`src/hdl/smt_pkg.sv`:
```
// constants, types and helpers shared by the measurement timer files
package smt_pkg;

	localparam int COUNT_WIDTH = 24;
	localparam int ADDR_WIDTH = 5;
	localparam int DATA_WIDTH = 8;
	localparam int SEL_WIDTH = 5;
	localparam int SOURCE_COUNT = 25;

	// register offsets
	localparam logic [4:0] ADDR_SOURCE_SELECT = 5'h00;
	localparam logic [4:0] ADDR_COUNTER_LOW = 5'h01;
	localparam logic [4:0] ADDR_COUNTER_HIGH = 5'h02;
	localparam logic [4:0] ADDR_COUNTER_UPPER = 5'h03;
	localparam logic [4:0] ADDR_PERIOD_CAP_LOW = 5'h04;
	localparam logic [4:0] ADDR_PERIOD_CAP_HIGH = 5'h05;
	localparam logic [4:0] ADDR_PERIOD_CAP_UPPER = 5'h06;
	localparam logic [4:0] ADDR_WIDTH_CAP_LOW = 5'h07;
	localparam logic [4:0] ADDR_WIDTH_CAP_HIGH = 5'h08;
	localparam logic [4:0] ADDR_WIDTH_CAP_UPPER = 5'h09;
	localparam logic [4:0] ADDR_PERIOD_MATCH_LOW = 5'h0A;
	localparam logic [4:0] ADDR_PERIOD_MATCH_HIGH = 5'h0B;
	localparam logic [4:0] ADDR_PERIOD_MATCH_UPPER = 5'h0C;
	localparam logic [4:0] ADDR_CONTROL = 5'h0D;
	localparam logic [4:0] ADDR_STATUS = 5'h0E;

	// source select codes
	localparam logic [4:0] SEL_PIN = 5'h00;
	localparam logic [4:0] SEL_MATCH_ONE = 5'h08;
	localparam logic [4:0] SEL_MATCH_TWO = 5'h09;
	localparam logic [4:0] SEL_LAST = 5'h18;

	// field positions
	localparam int CTRL_GO_BIT = 0;
	localparam int CTRL_HALT_BIT = 1;
	localparam int STAT_MATCH_BIT = 0;
	localparam int STAT_PERIOD_BIT = 1;
	localparam int STAT_WIDTH_BIT = 2;
	localparam int STAT_RUN_BIT = 3;
	localparam int STAT_LEVEL_BIT = 4;

	// reset values
	localparam logic [4:0] SOURCE_SELECT_RESET = 5'h00;
	localparam logic [23:0] COUNTER_RESET = 24'h000000;
	localparam logic [23:0] PERIOD_MATCH_RESET = 24'hFFFFFF;
	localparam logic [23:0] CAPTURE_RESET = 24'h000000;
	localparam logic [23:0] COUNTER_ONE = 24'h000001;

	typedef enum logic [2:0] {
		ACQ_IDLE = 3'b001,
		ACQ_ARMED = 3'b010,
		ACQ_MEASURE = 3'b100
	} acq_state_type;

	// byte lane idx of a 24-bit value
	function automatic logic [7:0] byte_of(input logic [23:0] value, input logic [1:0] idx);
		logic [7:0] result;
		result = 8'h00;
		case (idx)
			2'h0: result = value[7:0];
			2'h1: result = value[15:8];
			2'h2: result = value[23:16];
			default: result = 8'h00;
		endcase
		return result;
	endfunction : byte_of

	// replace byte lane idx of a 24-bit value
	function automatic logic [23:0] with_byte(input logic [23:0] value, input logic [1:0] idx,
		input logic [7:0] data);
		logic [23:0] result;
		result = value;
		case (idx)
			2'h0: result[7:0] = data;
			2'h1: result[15:8] = data;
			2'h2: result[23:16] = data;
			default: result = value;
		endcase
		return result;
	endfunction : with_byte

endpackage : smt_pkg

```
`src/hdl/source_select_if.sv`:
```
// carries the source code to the selector and the picked level back
`timescale 1ns/1ps
`default_nettype none
interface source_select_if;
	logic [4:0] code;
	logic selected;
	modport selector (input code, output selected);
	modport timer (output code, input selected);
endinterface : source_select_if
`default_nettype wire

```
`src/hdl/signal_source_mux.sv`:
```
// synchronises the candidate sources and picks the measured signal
`timescale 1ns/1ps
`default_nettype none
module signal_source_mux #(
	parameter logic INSTANCE_ID = 1'b0
) (
	// clock and reset
	input wire logic core_clk,
	input wire logic reset_n,
	// candidate sources, bit index equals select code
	input wire logic [smt_pkg::SOURCE_COUNT-1:0] raw_sources,
	// towards the timer
	source_select_if.selector sel
);

	logic [smt_pkg::SOURCE_COUNT-1:0] sync_first;
	logic [smt_pkg::SOURCE_COUNT-1:0] sync_second;
	logic picked;
	logic next_picked;
	logic [4:0] own_match_code;

	assign own_match_code = INSTANCE_ID ? smt_pkg::SEL_MATCH_TWO : smt_pkg::SEL_MATCH_ONE;

	////////////////////////////////////////////////////////////////////////////////
	// selection
	always_comb begin
		next_picked = 1'b0;
		if (sel.code <= smt_pkg::SEL_LAST && sel.code != own_match_code) begin
			next_picked = sync_second[sel.code];
		end
	end

	always_ff @(posedge core_clk or negedge reset_n) begin
		if (!reset_n) begin
			sync_first <= '0;
			sync_second <= '0;
			picked <= 1'b0;
		end else begin
			sync_first <= raw_sources;
			sync_second <= sync_first;
			picked <= next_picked;
		end
	end

	assign sel.selected = picked;

endmodule : signal_source_mux
`default_nettype wire

```
`src/hdl/signal_measurement_timer.sv`:
```
// 24-bit signal measurement timer with byte-wide register port
//
// Behaviour
// 5-bit source code: 0 pin, 1 timer0, 2-7 timers, 8-9 match outputs.
// Codes 10-24 pick compare, pwm, oscillator, comparator, zero-cross, logic cells.
// Match code naming this instance itself is reserved and picks nothing.
// Select register bits 7-5 read zero; bits 4-0 reset to zero.
// Counter appears as low, high and upper byte registers.
// Counter bytes read and write by software; all reset to zero.
// Captured period is three read-only bytes, content undefined after reset.
// Captured pulse width is three read-only bytes, undefined after reset.
// Period match low and high bytes read/write; reset to all ones.
// Period match upper byte behaves like the lower two bytes.
// On match counter holds if halt set, else restarts; match pulses out.
// Captures load only from the counter; software writes to them are ignored.
`timescale 1ns/1ps
`default_nettype none
module signal_measurement_timer #(
	parameter logic INSTANCE_ID = 1'b0
) (
	// clock and reset
	input wire logic core_clk,
	input wire logic reset_n,
	// register port
	input wire logic [smt_pkg::ADDR_WIDTH-1:0] reg_addr,
	input wire logic [smt_pkg::DATA_WIDTH-1:0] reg_wdata,
	input wire logic reg_write,
	input wire logic reg_read,
	output logic [smt_pkg::DATA_WIDTH-1:0] reg_rdata,
	// measured signal candidates
	input wire logic pin_routed_signal_input,
	input wire logic [smt_pkg::SOURCE_COUNT-1:1] peripheral_sources,
	// match event
	output logic timer_match_output
);

	////////////////////////////////////////////////////////////////////////////////
	// state
	logic [4:0] source_select;
	logic [23:0] measure_counter;
	logic [23:0] period_match_value;
	logic [23:0] captured_period;
	logic [23:0] captured_pulse_width;
	logic go;
	logic halt_on_match;
	logic match_seen;
	logic period_new;
	logic width_new;
	logic level_prev;
	logic match_pulse;
	logic [7:0] rdata;
	smt_pkg::acq_state_type acq_state;

	logic [4:0] next_source_select;
	logic [23:0] next_measure_counter;
	logic [23:0] next_period_match_value;
	logic [23:0] next_captured_period;
	logic [23:0] next_captured_pulse_width;
	logic next_go;
	logic next_halt_on_match;
	logic next_match_seen;
	logic next_period_new;
	logic next_width_new;
	logic next_match_pulse;
	logic [7:0] next_rdata;
	smt_pkg::acq_state_type next_acq_state;

	logic level;
	logic rise;
	logic fall;
	logic counting;
	logic at_match;
	logic ev_match;
	logic ev_period;
	logic ev_width;
	logic [7:0] status_byte;

	source_select_if sel_bus ();

	////////////////////////////////////////////////////////////////////////////////
	// source selection
	assign sel_bus.code = source_select;

	signal_source_mux #(
		.INSTANCE_ID(INSTANCE_ID)
	) u_source_mux (
		.core_clk(core_clk),
		.reset_n(reset_n),
		.raw_sources({peripheral_sources, pin_routed_signal_input}),
		.sel(sel_bus.selector)
	);

	assign level = sel_bus.selected;
	assign rise = level & ~level_prev;
	assign fall = ~level & level_prev;
	assign counting = go && acq_state != smt_pkg::ACQ_IDLE;
	assign at_match = measure_counter == period_match_value;

	always_comb begin
		status_byte = 8'h00;
		status_byte[smt_pkg::STAT_MATCH_BIT] = match_seen;
		status_byte[smt_pkg::STAT_PERIOD_BIT] = period_new;
		status_byte[smt_pkg::STAT_WIDTH_BIT] = width_new;
		status_byte[smt_pkg::STAT_RUN_BIT] = counting;
		status_byte[smt_pkg::STAT_LEVEL_BIT] = level;
	end

	////////////////////////////////////////////////////////////////////////////////
	// acquisition, counting and register access
	always_comb begin
		next_source_select = source_select;
		next_measure_counter = measure_counter;
		next_period_match_value = period_match_value;
		next_captured_period = captured_period;
		next_captured_pulse_width = captured_pulse_width;
		next_go = go;
		next_halt_on_match = halt_on_match;
		next_acq_state = acq_state;
		ev_match = 1'b0;
		ev_period = 1'b0;
		ev_width = 1'b0;

		// counting and period match
		if (counting) begin
			if (at_match) begin
				ev_match = 1'b1;
				next_measure_counter = halt_on_match ? measure_counter : smt_pkg::COUNTER_RESET;
			end else begin
				next_measure_counter = measure_counter + smt_pkg::COUNTER_ONE;
			end
		end

		// acquisition sequence
		case (acq_state)
			smt_pkg::ACQ_IDLE: begin
				if (go) begin
					next_acq_state = smt_pkg::ACQ_ARMED;
				end
			end
			smt_pkg::ACQ_ARMED: begin
				if (!go) begin
					next_acq_state = smt_pkg::ACQ_IDLE;
				end else if (rise) begin
					next_measure_counter = smt_pkg::COUNTER_RESET;
					next_acq_state = smt_pkg::ACQ_MEASURE;
				end
			end
			smt_pkg::ACQ_MEASURE: begin
				if (!go) begin
					next_acq_state = smt_pkg::ACQ_IDLE;
				end else if (rise) begin
					next_captured_period = measure_counter;
					next_measure_counter = smt_pkg::COUNTER_RESET;
					ev_period = 1'b1;
				end else if (fall) begin
					next_captured_pulse_width = measure_counter;
					ev_width = 1'b1;
				end
			end
			default: begin
				next_acq_state = smt_pkg::ACQ_IDLE;
			end
		endcase

		// software writes win over counting in the same cycle
		if (reg_write) begin
			case (reg_addr)
				smt_pkg::ADDR_SOURCE_SELECT: begin
					next_source_select = reg_wdata[4:0];
				end
				smt_pkg::ADDR_COUNTER_LOW: begin
					next_measure_counter = smt_pkg::with_byte(measure_counter, 2'h0, reg_wdata);
				end
				smt_pkg::ADDR_COUNTER_HIGH: begin
					next_measure_counter = smt_pkg::with_byte(measure_counter, 2'h1, reg_wdata);
				end
				smt_pkg::ADDR_COUNTER_UPPER: begin
					next_measure_counter = smt_pkg::with_byte(measure_counter, 2'h2, reg_wdata);
				end
				smt_pkg::ADDR_PERIOD_MATCH_LOW: begin
					next_period_match_value = smt_pkg::with_byte(period_match_value, 2'h0, reg_wdata);
				end
				smt_pkg::ADDR_PERIOD_MATCH_HIGH: begin
					next_period_match_value = smt_pkg::with_byte(period_match_value, 2'h1, reg_wdata);
				end
				smt_pkg::ADDR_PERIOD_MATCH_UPPER: begin
					next_period_match_value = smt_pkg::with_byte(period_match_value, 2'h2, reg_wdata);
				end
				smt_pkg::ADDR_CONTROL: begin
					next_go = reg_wdata[smt_pkg::CTRL_GO_BIT];
					next_halt_on_match = reg_wdata[smt_pkg::CTRL_HALT_BIT];
				end
				default: begin
					// captures and unmapped: no stored effect; status writes clear flags below
					next_go = go;
				end
			endcase
		end
	end

	// sticky flags: write one clears, a new event wins
	always_comb begin
		next_match_seen = match_seen;
		next_period_new = period_new;
		next_width_new = width_new;
		if (reg_write && reg_addr == smt_pkg::ADDR_STATUS) begin
			next_match_seen = match_seen & ~reg_wdata[smt_pkg::STAT_MATCH_BIT];
			next_period_new = period_new & ~reg_wdata[smt_pkg::STAT_PERIOD_BIT];
			next_width_new = width_new & ~reg_wdata[smt_pkg::STAT_WIDTH_BIT];
		end
		next_match_seen = next_match_seen | ev_match;
		next_period_new = next_period_new | ev_period;
		next_width_new = next_width_new | ev_width;
		next_match_pulse = ev_match;
	end

	// read data, valid only in the cycle after the strobe
	always_comb begin
		next_rdata = 8'h00;
		if (reg_read) begin
			case (reg_addr)
				smt_pkg::ADDR_SOURCE_SELECT: next_rdata = {3'h0, source_select};
				smt_pkg::ADDR_COUNTER_LOW: next_rdata = smt_pkg::byte_of(measure_counter, 2'h0);
				smt_pkg::ADDR_COUNTER_HIGH: next_rdata = smt_pkg::byte_of(measure_counter, 2'h1);
				smt_pkg::ADDR_COUNTER_UPPER: next_rdata = smt_pkg::byte_of(measure_counter, 2'h2);
				smt_pkg::ADDR_PERIOD_CAP_LOW: next_rdata = smt_pkg::byte_of(captured_period, 2'h0);
				smt_pkg::ADDR_PERIOD_CAP_HIGH: next_rdata = smt_pkg::byte_of(captured_period, 2'h1);
				smt_pkg::ADDR_PERIOD_CAP_UPPER: next_rdata = smt_pkg::byte_of(captured_period, 2'h2);
				smt_pkg::ADDR_WIDTH_CAP_LOW: next_rdata = smt_pkg::byte_of(captured_pulse_width, 2'h0);
				smt_pkg::ADDR_WIDTH_CAP_HIGH: next_rdata = smt_pkg::byte_of(captured_pulse_width, 2'h1);
				smt_pkg::ADDR_WIDTH_CAP_UPPER: next_rdata = smt_pkg::byte_of(captured_pulse_width, 2'h2);
				smt_pkg::ADDR_PERIOD_MATCH_LOW: next_rdata = smt_pkg::byte_of(period_match_value, 2'h0);
				smt_pkg::ADDR_PERIOD_MATCH_HIGH: next_rdata = smt_pkg::byte_of(period_match_value, 2'h1);
				smt_pkg::ADDR_PERIOD_MATCH_UPPER: next_rdata = smt_pkg::byte_of(period_match_value, 2'h2);
				smt_pkg::ADDR_CONTROL: begin
					next_rdata[smt_pkg::CTRL_GO_BIT] = go;
					next_rdata[smt_pkg::CTRL_HALT_BIT] = halt_on_match;
				end
				smt_pkg::ADDR_STATUS: next_rdata = status_byte;
				default: next_rdata = 8'h00;
			endcase
		end
	end

	////////////////////////////////////////////////////////////////////////////////
	// registers
	always_ff @(posedge core_clk or negedge reset_n) begin
		if (!reset_n) begin
			source_select <= smt_pkg::SOURCE_SELECT_RESET;
			measure_counter <= smt_pkg::COUNTER_RESET;
			period_match_value <= smt_pkg::PERIOD_MATCH_RESET;
			captured_period <= smt_pkg::CAPTURE_RESET;
			captured_pulse_width <= smt_pkg::CAPTURE_RESET;
			go <= 1'b0;
			halt_on_match <= 1'b0;
			match_seen <= 1'b0;
			period_new <= 1'b0;
			width_new <= 1'b0;
			level_prev <= 1'b0;
			match_pulse <= 1'b0;
			rdata <= 8'h00;
			acq_state <= smt_pkg::ACQ_IDLE;
		end else begin
			source_select <= next_source_select;
			measure_counter <= next_measure_counter;
			period_match_value <= next_period_match_value;
			captured_period <= next_captured_period;
			captured_pulse_width <= next_captured_pulse_width;
			go <= next_go;
			halt_on_match <= next_halt_on_match;
			match_seen <= next_match_seen;
			period_new <= next_period_new;
			width_new <= next_width_new;
			level_prev <= level;
			match_pulse <= next_match_pulse;
			rdata <= next_rdata;
			acq_state <= next_acq_state;
		end
	end

	assign reg_rdata = rdata;
	assign timer_match_output = match_pulse;

endmodule : signal_measurement_timer
`default_nettype wire

```
`config.mk`:
```
export PLATFORM = sky130hd
export DESIGN_NAME = signal_measurement_timer
export DESIGN_NICKNAME = d
export VERILOG_FILES = /design/src/hdl/smt_pkg.sv /design/src/hdl/source_select_if.sv /design/src/hdl/signal_source_mux.sv /design/src/hdl/signal_measurement_timer.sv
export SDC_FILE = /design/constraint.sdc
export NUM_CORES = 1
export LEC_CHECK = 0
export BUFFER_PORTS_ARGS = -buffer_cell sky130_fd_sc_hd__buf_2
export CORE_ASPECT_RATIO = 1.5
export CORE_MARGIN = 1.5
export CORE_UTILIZATION = 60
export DETAILED_ROUTE_END_ITERATION = 16
export HOLD_SLACK_MARGIN = 0.08
export PLACE_DENSITY_LB_ADDON = 0.25
export SKIP_CTS_REPAIR_TIMING = 1
export SYNTH_ARGS = -nofsm -noshare
export SYNTH_HDL_FRONTEND = slang
export SYNTH_HIERARCHICAL = 1
export SYNTH_SLANG_ARGS = --single-unit
export TNS_END_PERCENT = 50
```
`constraint.sdc`:
```
create_clock -name core_clk -period 4.71 [get_ports core_clk]
set_clock_uncertainty 0.15 [all_clocks]
set_input_delay 0.7065 -clock core_clk [delete_from_list [all_inputs] [get_ports core_clk]]
set_output_delay 0.7065 -clock core_clk [all_outputs]
set_load 0.02 [all_outputs]
```
# Word-level counts from Yosys, hierarchy flattened
# Cells that the tools add are included.
[classes]
add_sub_neg = 1
n_lt_le_gt_ge = 2
eq_ne = 26
mux = 32
bitwise_logic = 17
n_reduce_logical = 16
[ops]
columns = ["operator", "count"]
rows = [
  ["24-bit two-way mux", 7],
  ["24-bit case mux with 3 select lines", 2],
  ["6-bit case mux with 14 select lines", 1],
  ["5-bit by 4-bit == test with 1-bit output, second input constant", 7],
  ["2-bit case mux with 15 select lines", 1],
  ["24-bit by 1-bit adder with 24-bit output, second input constant", 1],
  ["24-bit == test", 1],
  ["5-bit by 3-bit == test with 1-bit output, second input constant", 4],
  ["4-bit AND reduction", 4],
  ["1-bit two-way mux", 14],
  ["3-bit two-way mux", 4],
  ["5-bit by 2-bit == test with 1-bit output, second input constant", 2],
  ["2-bit != test, second input constant", 5],
  ["2-bit AND reduction", 5],
  ["1-bit inverter", 9],
  ["3-bit case mux with 3 select lines", 1],
  ["8-bit two-way mux", 1],
  ["5-bit by 6-bit less-than comparator with 1-bit output, second input constant", 1],
  ["3-bit AND reduction", 2],
  ["1-bit AND", 5],
  ["1-bit binary-select mux with 5-bit select", 1],
  ["5-bit by 1-bit == test with 1-bit output, second input constant", 1],
  ["5-bit <= comparator, second input constant", 1],
  ["5-bit logical NOT", 1],
  ["other kinds (9)", 13],
]
[totals]
ff_bits = 170
inputBits = 42
output_inout_bits = 9
elab_cells = 115

# Longest topological paths before layout
[logic_depth]
word_depth = 8
ltp_mapped = 10
mapped_depth_nobuf = 7

# By module
# Netlist, hierarchy kept.
[modules_own_cells]
columns = ["module", "n_inst", "cells_each", "area_per_inst_um2", "seq_area_each_um2"]
rows = [
  ["signal_measurement_timer", 1, 598, 6267.3, 3009.1],
  ["signal_source_mux", 1, 67, 1498.9, 1276.2],
]

# Worst setup path after synthesis
# Ideal clock, no wire load.
[synth_path]
path_type = "input to register"
from = "in reg_addr[3] (netlist bit)"
to = "reg measure_counter[4]"
setup_ns = 0.133
arrival_time_ns = 2.281
required_time_ns = 4.427
slack_ns = 2.146
path_stages = 9
path_buffers = 2
cell_sequence = "buf_2 > nor3_1 > and2_1 > clkbuf_1 > a21boi_4 > nand4_1 > nand3_2 > a2111oi_0 > nor2_1"
[synth_via]
elab_chain_cells = 3
word_cells_on_any_way = 8
cone_classes = "5 x eq/ne; 2 x mux; 1 x reduce/logical"
[synth_rtl]
columns = ["element", "line_no", "text"]
rows = [
  ["from (decl)", "signal_measurement_timer.sv:25", "input wire logic [smt_pkg::ADDR_WIDTH-1:0] reg_addr,"],
  ["5-bit by 2-bit == test with 1-bit output or 5-bit by 1-bit == test with 1-bit output (tied branches)", "signal_measurement_timer.sv:167", "case (reg_addr)"],
  ["24-bit case mux with 3 select lines or 2-bit != test (tied branches)", "-", ""],
  ["24-bit two-way mux or 2-bit AND reduction (tied branches)", "-", ""],
  ["to (signal assigned)", "signal_measurement_timer.sv:250", "measure_counter <= smt_pkg::COUNTER_RESET;"],
  ["to (signal assigned)", "signal_measurement_timer.sv:265", "measure_counter <= next_measure_counter;"],
  ["to (decl)", "signal_measurement_timer.sv:40", "logic [23:0] measure_counter;"],
]
# Several ways; a longest one is shown, not always the timed one.
# A chain may end at the register's enable or synchronous reset.

# Worst setup path after layout
[layout_path]
from = "reg measure_counter[0]"
to = "reg measure_counter[22]"
[layout_via]
elab_chain_cells = 8
word_cells_on_any_way = 9
cone_classes = "1 x add/sub; 1 x eq/ne; 7 x mux"
[layout_rtl]
columns = ["element", "line_no", "text"]
rows = [
  ["24-bit by 1-bit adder with 24-bit output or 24-bit == test (tied branches)", "signal_measurement_timer.sv:129, signal_measurement_timer.sv:97", ""],
  ["24-bit two-way mux *", "signal_measurement_timer.sv:125", "if (at_match) begin"],
  ["24-bit two-way mux *", "signal_measurement_timer.sv:124", "if (counting) begin"],
  ["24-bit two-way mux", "signal_measurement_timer.sv:143, signal_measurement_timer.sv:151", ""],
  ["24-bit two-way mux", "signal_measurement_timer.sv:149", "if (!go) begin"],
  ["24-bit two-way mux *", "-", ""],
  ["24-bit case mux with 3 select lines", "signal_measurement_timer.sv:167", ""],
  ["24-bit two-way mux *", "signal_measurement_timer.sv:166", "if (reg_write) begin"],
]
# Every way passes the cells marked *; elsewhere a longest branch is shown, timed or not.

==> results.cfg <==
[sta]
final.setup.tns_ns = 0
period_share_pct = 63.9
rsz0062_at_grt = no
setup_slack_ns = 1.70
tightest_slew_ns = 1.05
fmax_ghz = 0.332
slew-limit-headroom_pct = 29.6
fin_crit_ns = 3.01
drv_slew = 0
hold_viol = 0
setup_viol = 0

[drt]
drc_errors = 0
wire_per_inst_um = 25.4
drtIter0Drc = 546
dr.pass1.iters = 7
drt_wl_total_um = 22000
viasPerCell = 6.76
ant_nets = 0
vias = 5849

[clock_tree]
cts_buffers = 17
cts.sinks = 170
h-tree-depth = 4
clock_path_buffers = 2
root_buffer = clkbuf_16
clk_pin_slew_ns = 0.08
clk_latency_ns = 0.42
cts_tree = yes

[logic_synthesis]
synth.cell_area_mm2 = 0.00777
synth_cells = 665
ys_types = 65
ys_warn_count = 6
synthArstFlopShare_pct = 100
seq_area_frac_synth_pct = 55.2
ys_ff_latch = 170
synth_ff_type = dfrtp_1
synth_edf_count = 0
syn_avg_cell_area_um2 = 11.7
syn-num-nets = 708

[floorplan]
rows = 50
die_y_um = 142
initial_core_util_pct = 61.8
dieArea_mm2 = 0.0136
io_pins = 51
core-area_mm2 = 0.0126
die_x_um = 95.9

[critical_path]
critPathArrivalTime_ns = 3.22
cp-end-kind = flip-flop
path_max_fanout = 9
setup.worst_path.class = flip-flop to flip-flop
cp-start-kind = flip-flop
critPathRequiredTime_ns = 4.92

[place]
place.gp.congestion = 0.984
io_buffers = 50
pre_cts_ws_ns = 1.68
hpwl_um = 15700

[final_layout]
final.fill_count = 944
nets = 739
area_growth_pct = 11.8
drive_above_1_share_pct = 28.3
diodes = 0

[power]
p_leak_nw = 3.71
total_power_mw = 3.71
ir_worst_vdd_v = 0.000398
p_per_area_mw_per_mm2 = 427

[grt]
grt_use_total_pct = 35.2
grt_pass1_vias = 6152
grt_pass1_wl_um = 34400
grt_overflow = 0
antenna_found_initial = 0
grt_max_degree = 98

[flow_run]
cap_violations = 0

[hold_path]
min_path_type = primary input to asynchronous set/reset pin

[status]
run_status = finished, final reports clean
## layout by cell type (no fill, tap or decap), types with 4 or more instances in the layout
master     instances
mux4_2             4
a22o_1             9
o311ai_0           4
xnor2_1           25
a31oi_1            8
nor2_1            46
o21ai_0           24
mux2_2            71
a22oi_1           31
and3_1            10
inv_1             11
clkinv_8           5
nand2_1           52
nand3_1           24
a222oi_1           8
a221o_1            4
o211ai_1           4
inv_8              4
buf_2             49
nand2b_1           8
dfrtp_1          145
clkbuf_16         17
nor3_1             5
a221oi_1           8
dfstp_2           25
buf_4              4
nor2b_1            5
a21oi_1           15
nand4_1           17
## cell usage after synthesis, drive strengths merged (14+ instances only)
library cell / instances / share of area, %
nand2: 53 / 2.6
o21ai: 26 / 1.7
dfrtp: 145 / 47
xnor2: 25 / 2.8
clkbuf: 29 / 1.4
nand4: 17 / 1.4
buf: 14 / 1.1
a22oi: 31 / 3.0
dfstp: 25 / 8.5
nand3: 26 / 1.8
nor2: 47 / 2.4
mux2: 71 / 10
a21oi: 15 / 0.97
## worst paths after layout
check,from,to,slack (ns),depth (start not counted)
worst max-delay path,measure_counter[0],measure_counter[22],1.70,6
worst min-delay path,reset_n,reg_rdata[6],0.12,1
worst max register to register,measure_counter[0],measure_counter[22],1.70,6
worst min register to register,u_source_mux/sync_first[3],u_source_mux/sync_second[3],0.20,0
max in group asynchronous,reset_n,period_new,3.34,2
min in group core_clk,u_source_mux/sync_first[3],u_source_mux/sync_second[3],0.20,0
## cells by family after synthesis
kind of cell,count (synthesis),synth area share (%)
XOR/XNOR,25,2.82
buffers and inverters,54,3.09
AND/OR/NAND/NOR,193,12.6
adder cells (fa/ha/maj),1,0.161
AO/OA/AOI/OAI,141,13.3
flip-flops,170,55.2
multiplexers,81,12.9
## registers in the layout (all words and copies together) (netlist names)
| signal | cells |
|---|---|
| period_new | 1 |
| u_source_mux/sync_second | 25 |
| captured_pulse_width | 24 |
| level_prev | 1 |
| captured_period | 24 |
| timer_match_output | 1 |
| halt_on_match | 1 |
| acq_state | 3 |
| period_match_value | 24 |
| go | 1 |
| sel_bus.code | 5 |
| measure_counter | 24 |
| width_new | 1 |
| u_source_mux/sel.selected | 1 |
| reg_rdata | 8 |
| u_source_mux/sync_first | 25 |
| match_seen | 1 |
## final cells by class
class | instances | area [um2] | share of cell area (%)
clock inverter | 15 | 190 | 2.19
multi-input combinational | 441 | 3240 | 37.3
inverter | 11 | 41.3 | 0.475
clock buffer | 17 | 425 | 4.90
tap | 156 | 195 | 2.25
sequential | 170 | 4290 | 49.3
timing repair buffer | 55 | 307 | 3.53
## metal layers
metal | wire length, um | track usage (%)
met4 | 1380 | 20.5
met3 | 1340 | 5.72
met1 | 8170 | 42.3
met2 | 11100 | 58.9
met5 | 0 | 0
## per-stage QoR
stage	util, %	hold WS (ns)	cells	cell area [um2]
after floorplan	-	0.181	665	7770
after global placement	64.2	0.182	833	8070
after detailed placement	64.2	0.185	833	8070
after CTS	69.1	0.158	865	8680
after global routing	69.1	0.185	865	8680
final	69.1	0.123	865	8680
## power by group
| part | switching (mW) | internal (mW) | total (mW) |
|---|---|---|---|
| registers | 0.236 | 1.61 | 1.85 |
| logic | 0.234 | 0.213 | 0.447 |
| clock network | 0.683 | 0.729 | 1.41 |
| total | 1.15 | 2.55 | 3.71 |
## critical path, cell delays in order, from the launching register on
cell,delay (ns)
dfrtp_1,0.61
ha_1,0.28
nand3_1,0.12
nor4_1,0.92
nand2_1,0.29
or4_1,0.48
nand3_1,0.10
No activity file was read; power rests on OpenSTA's default activity.
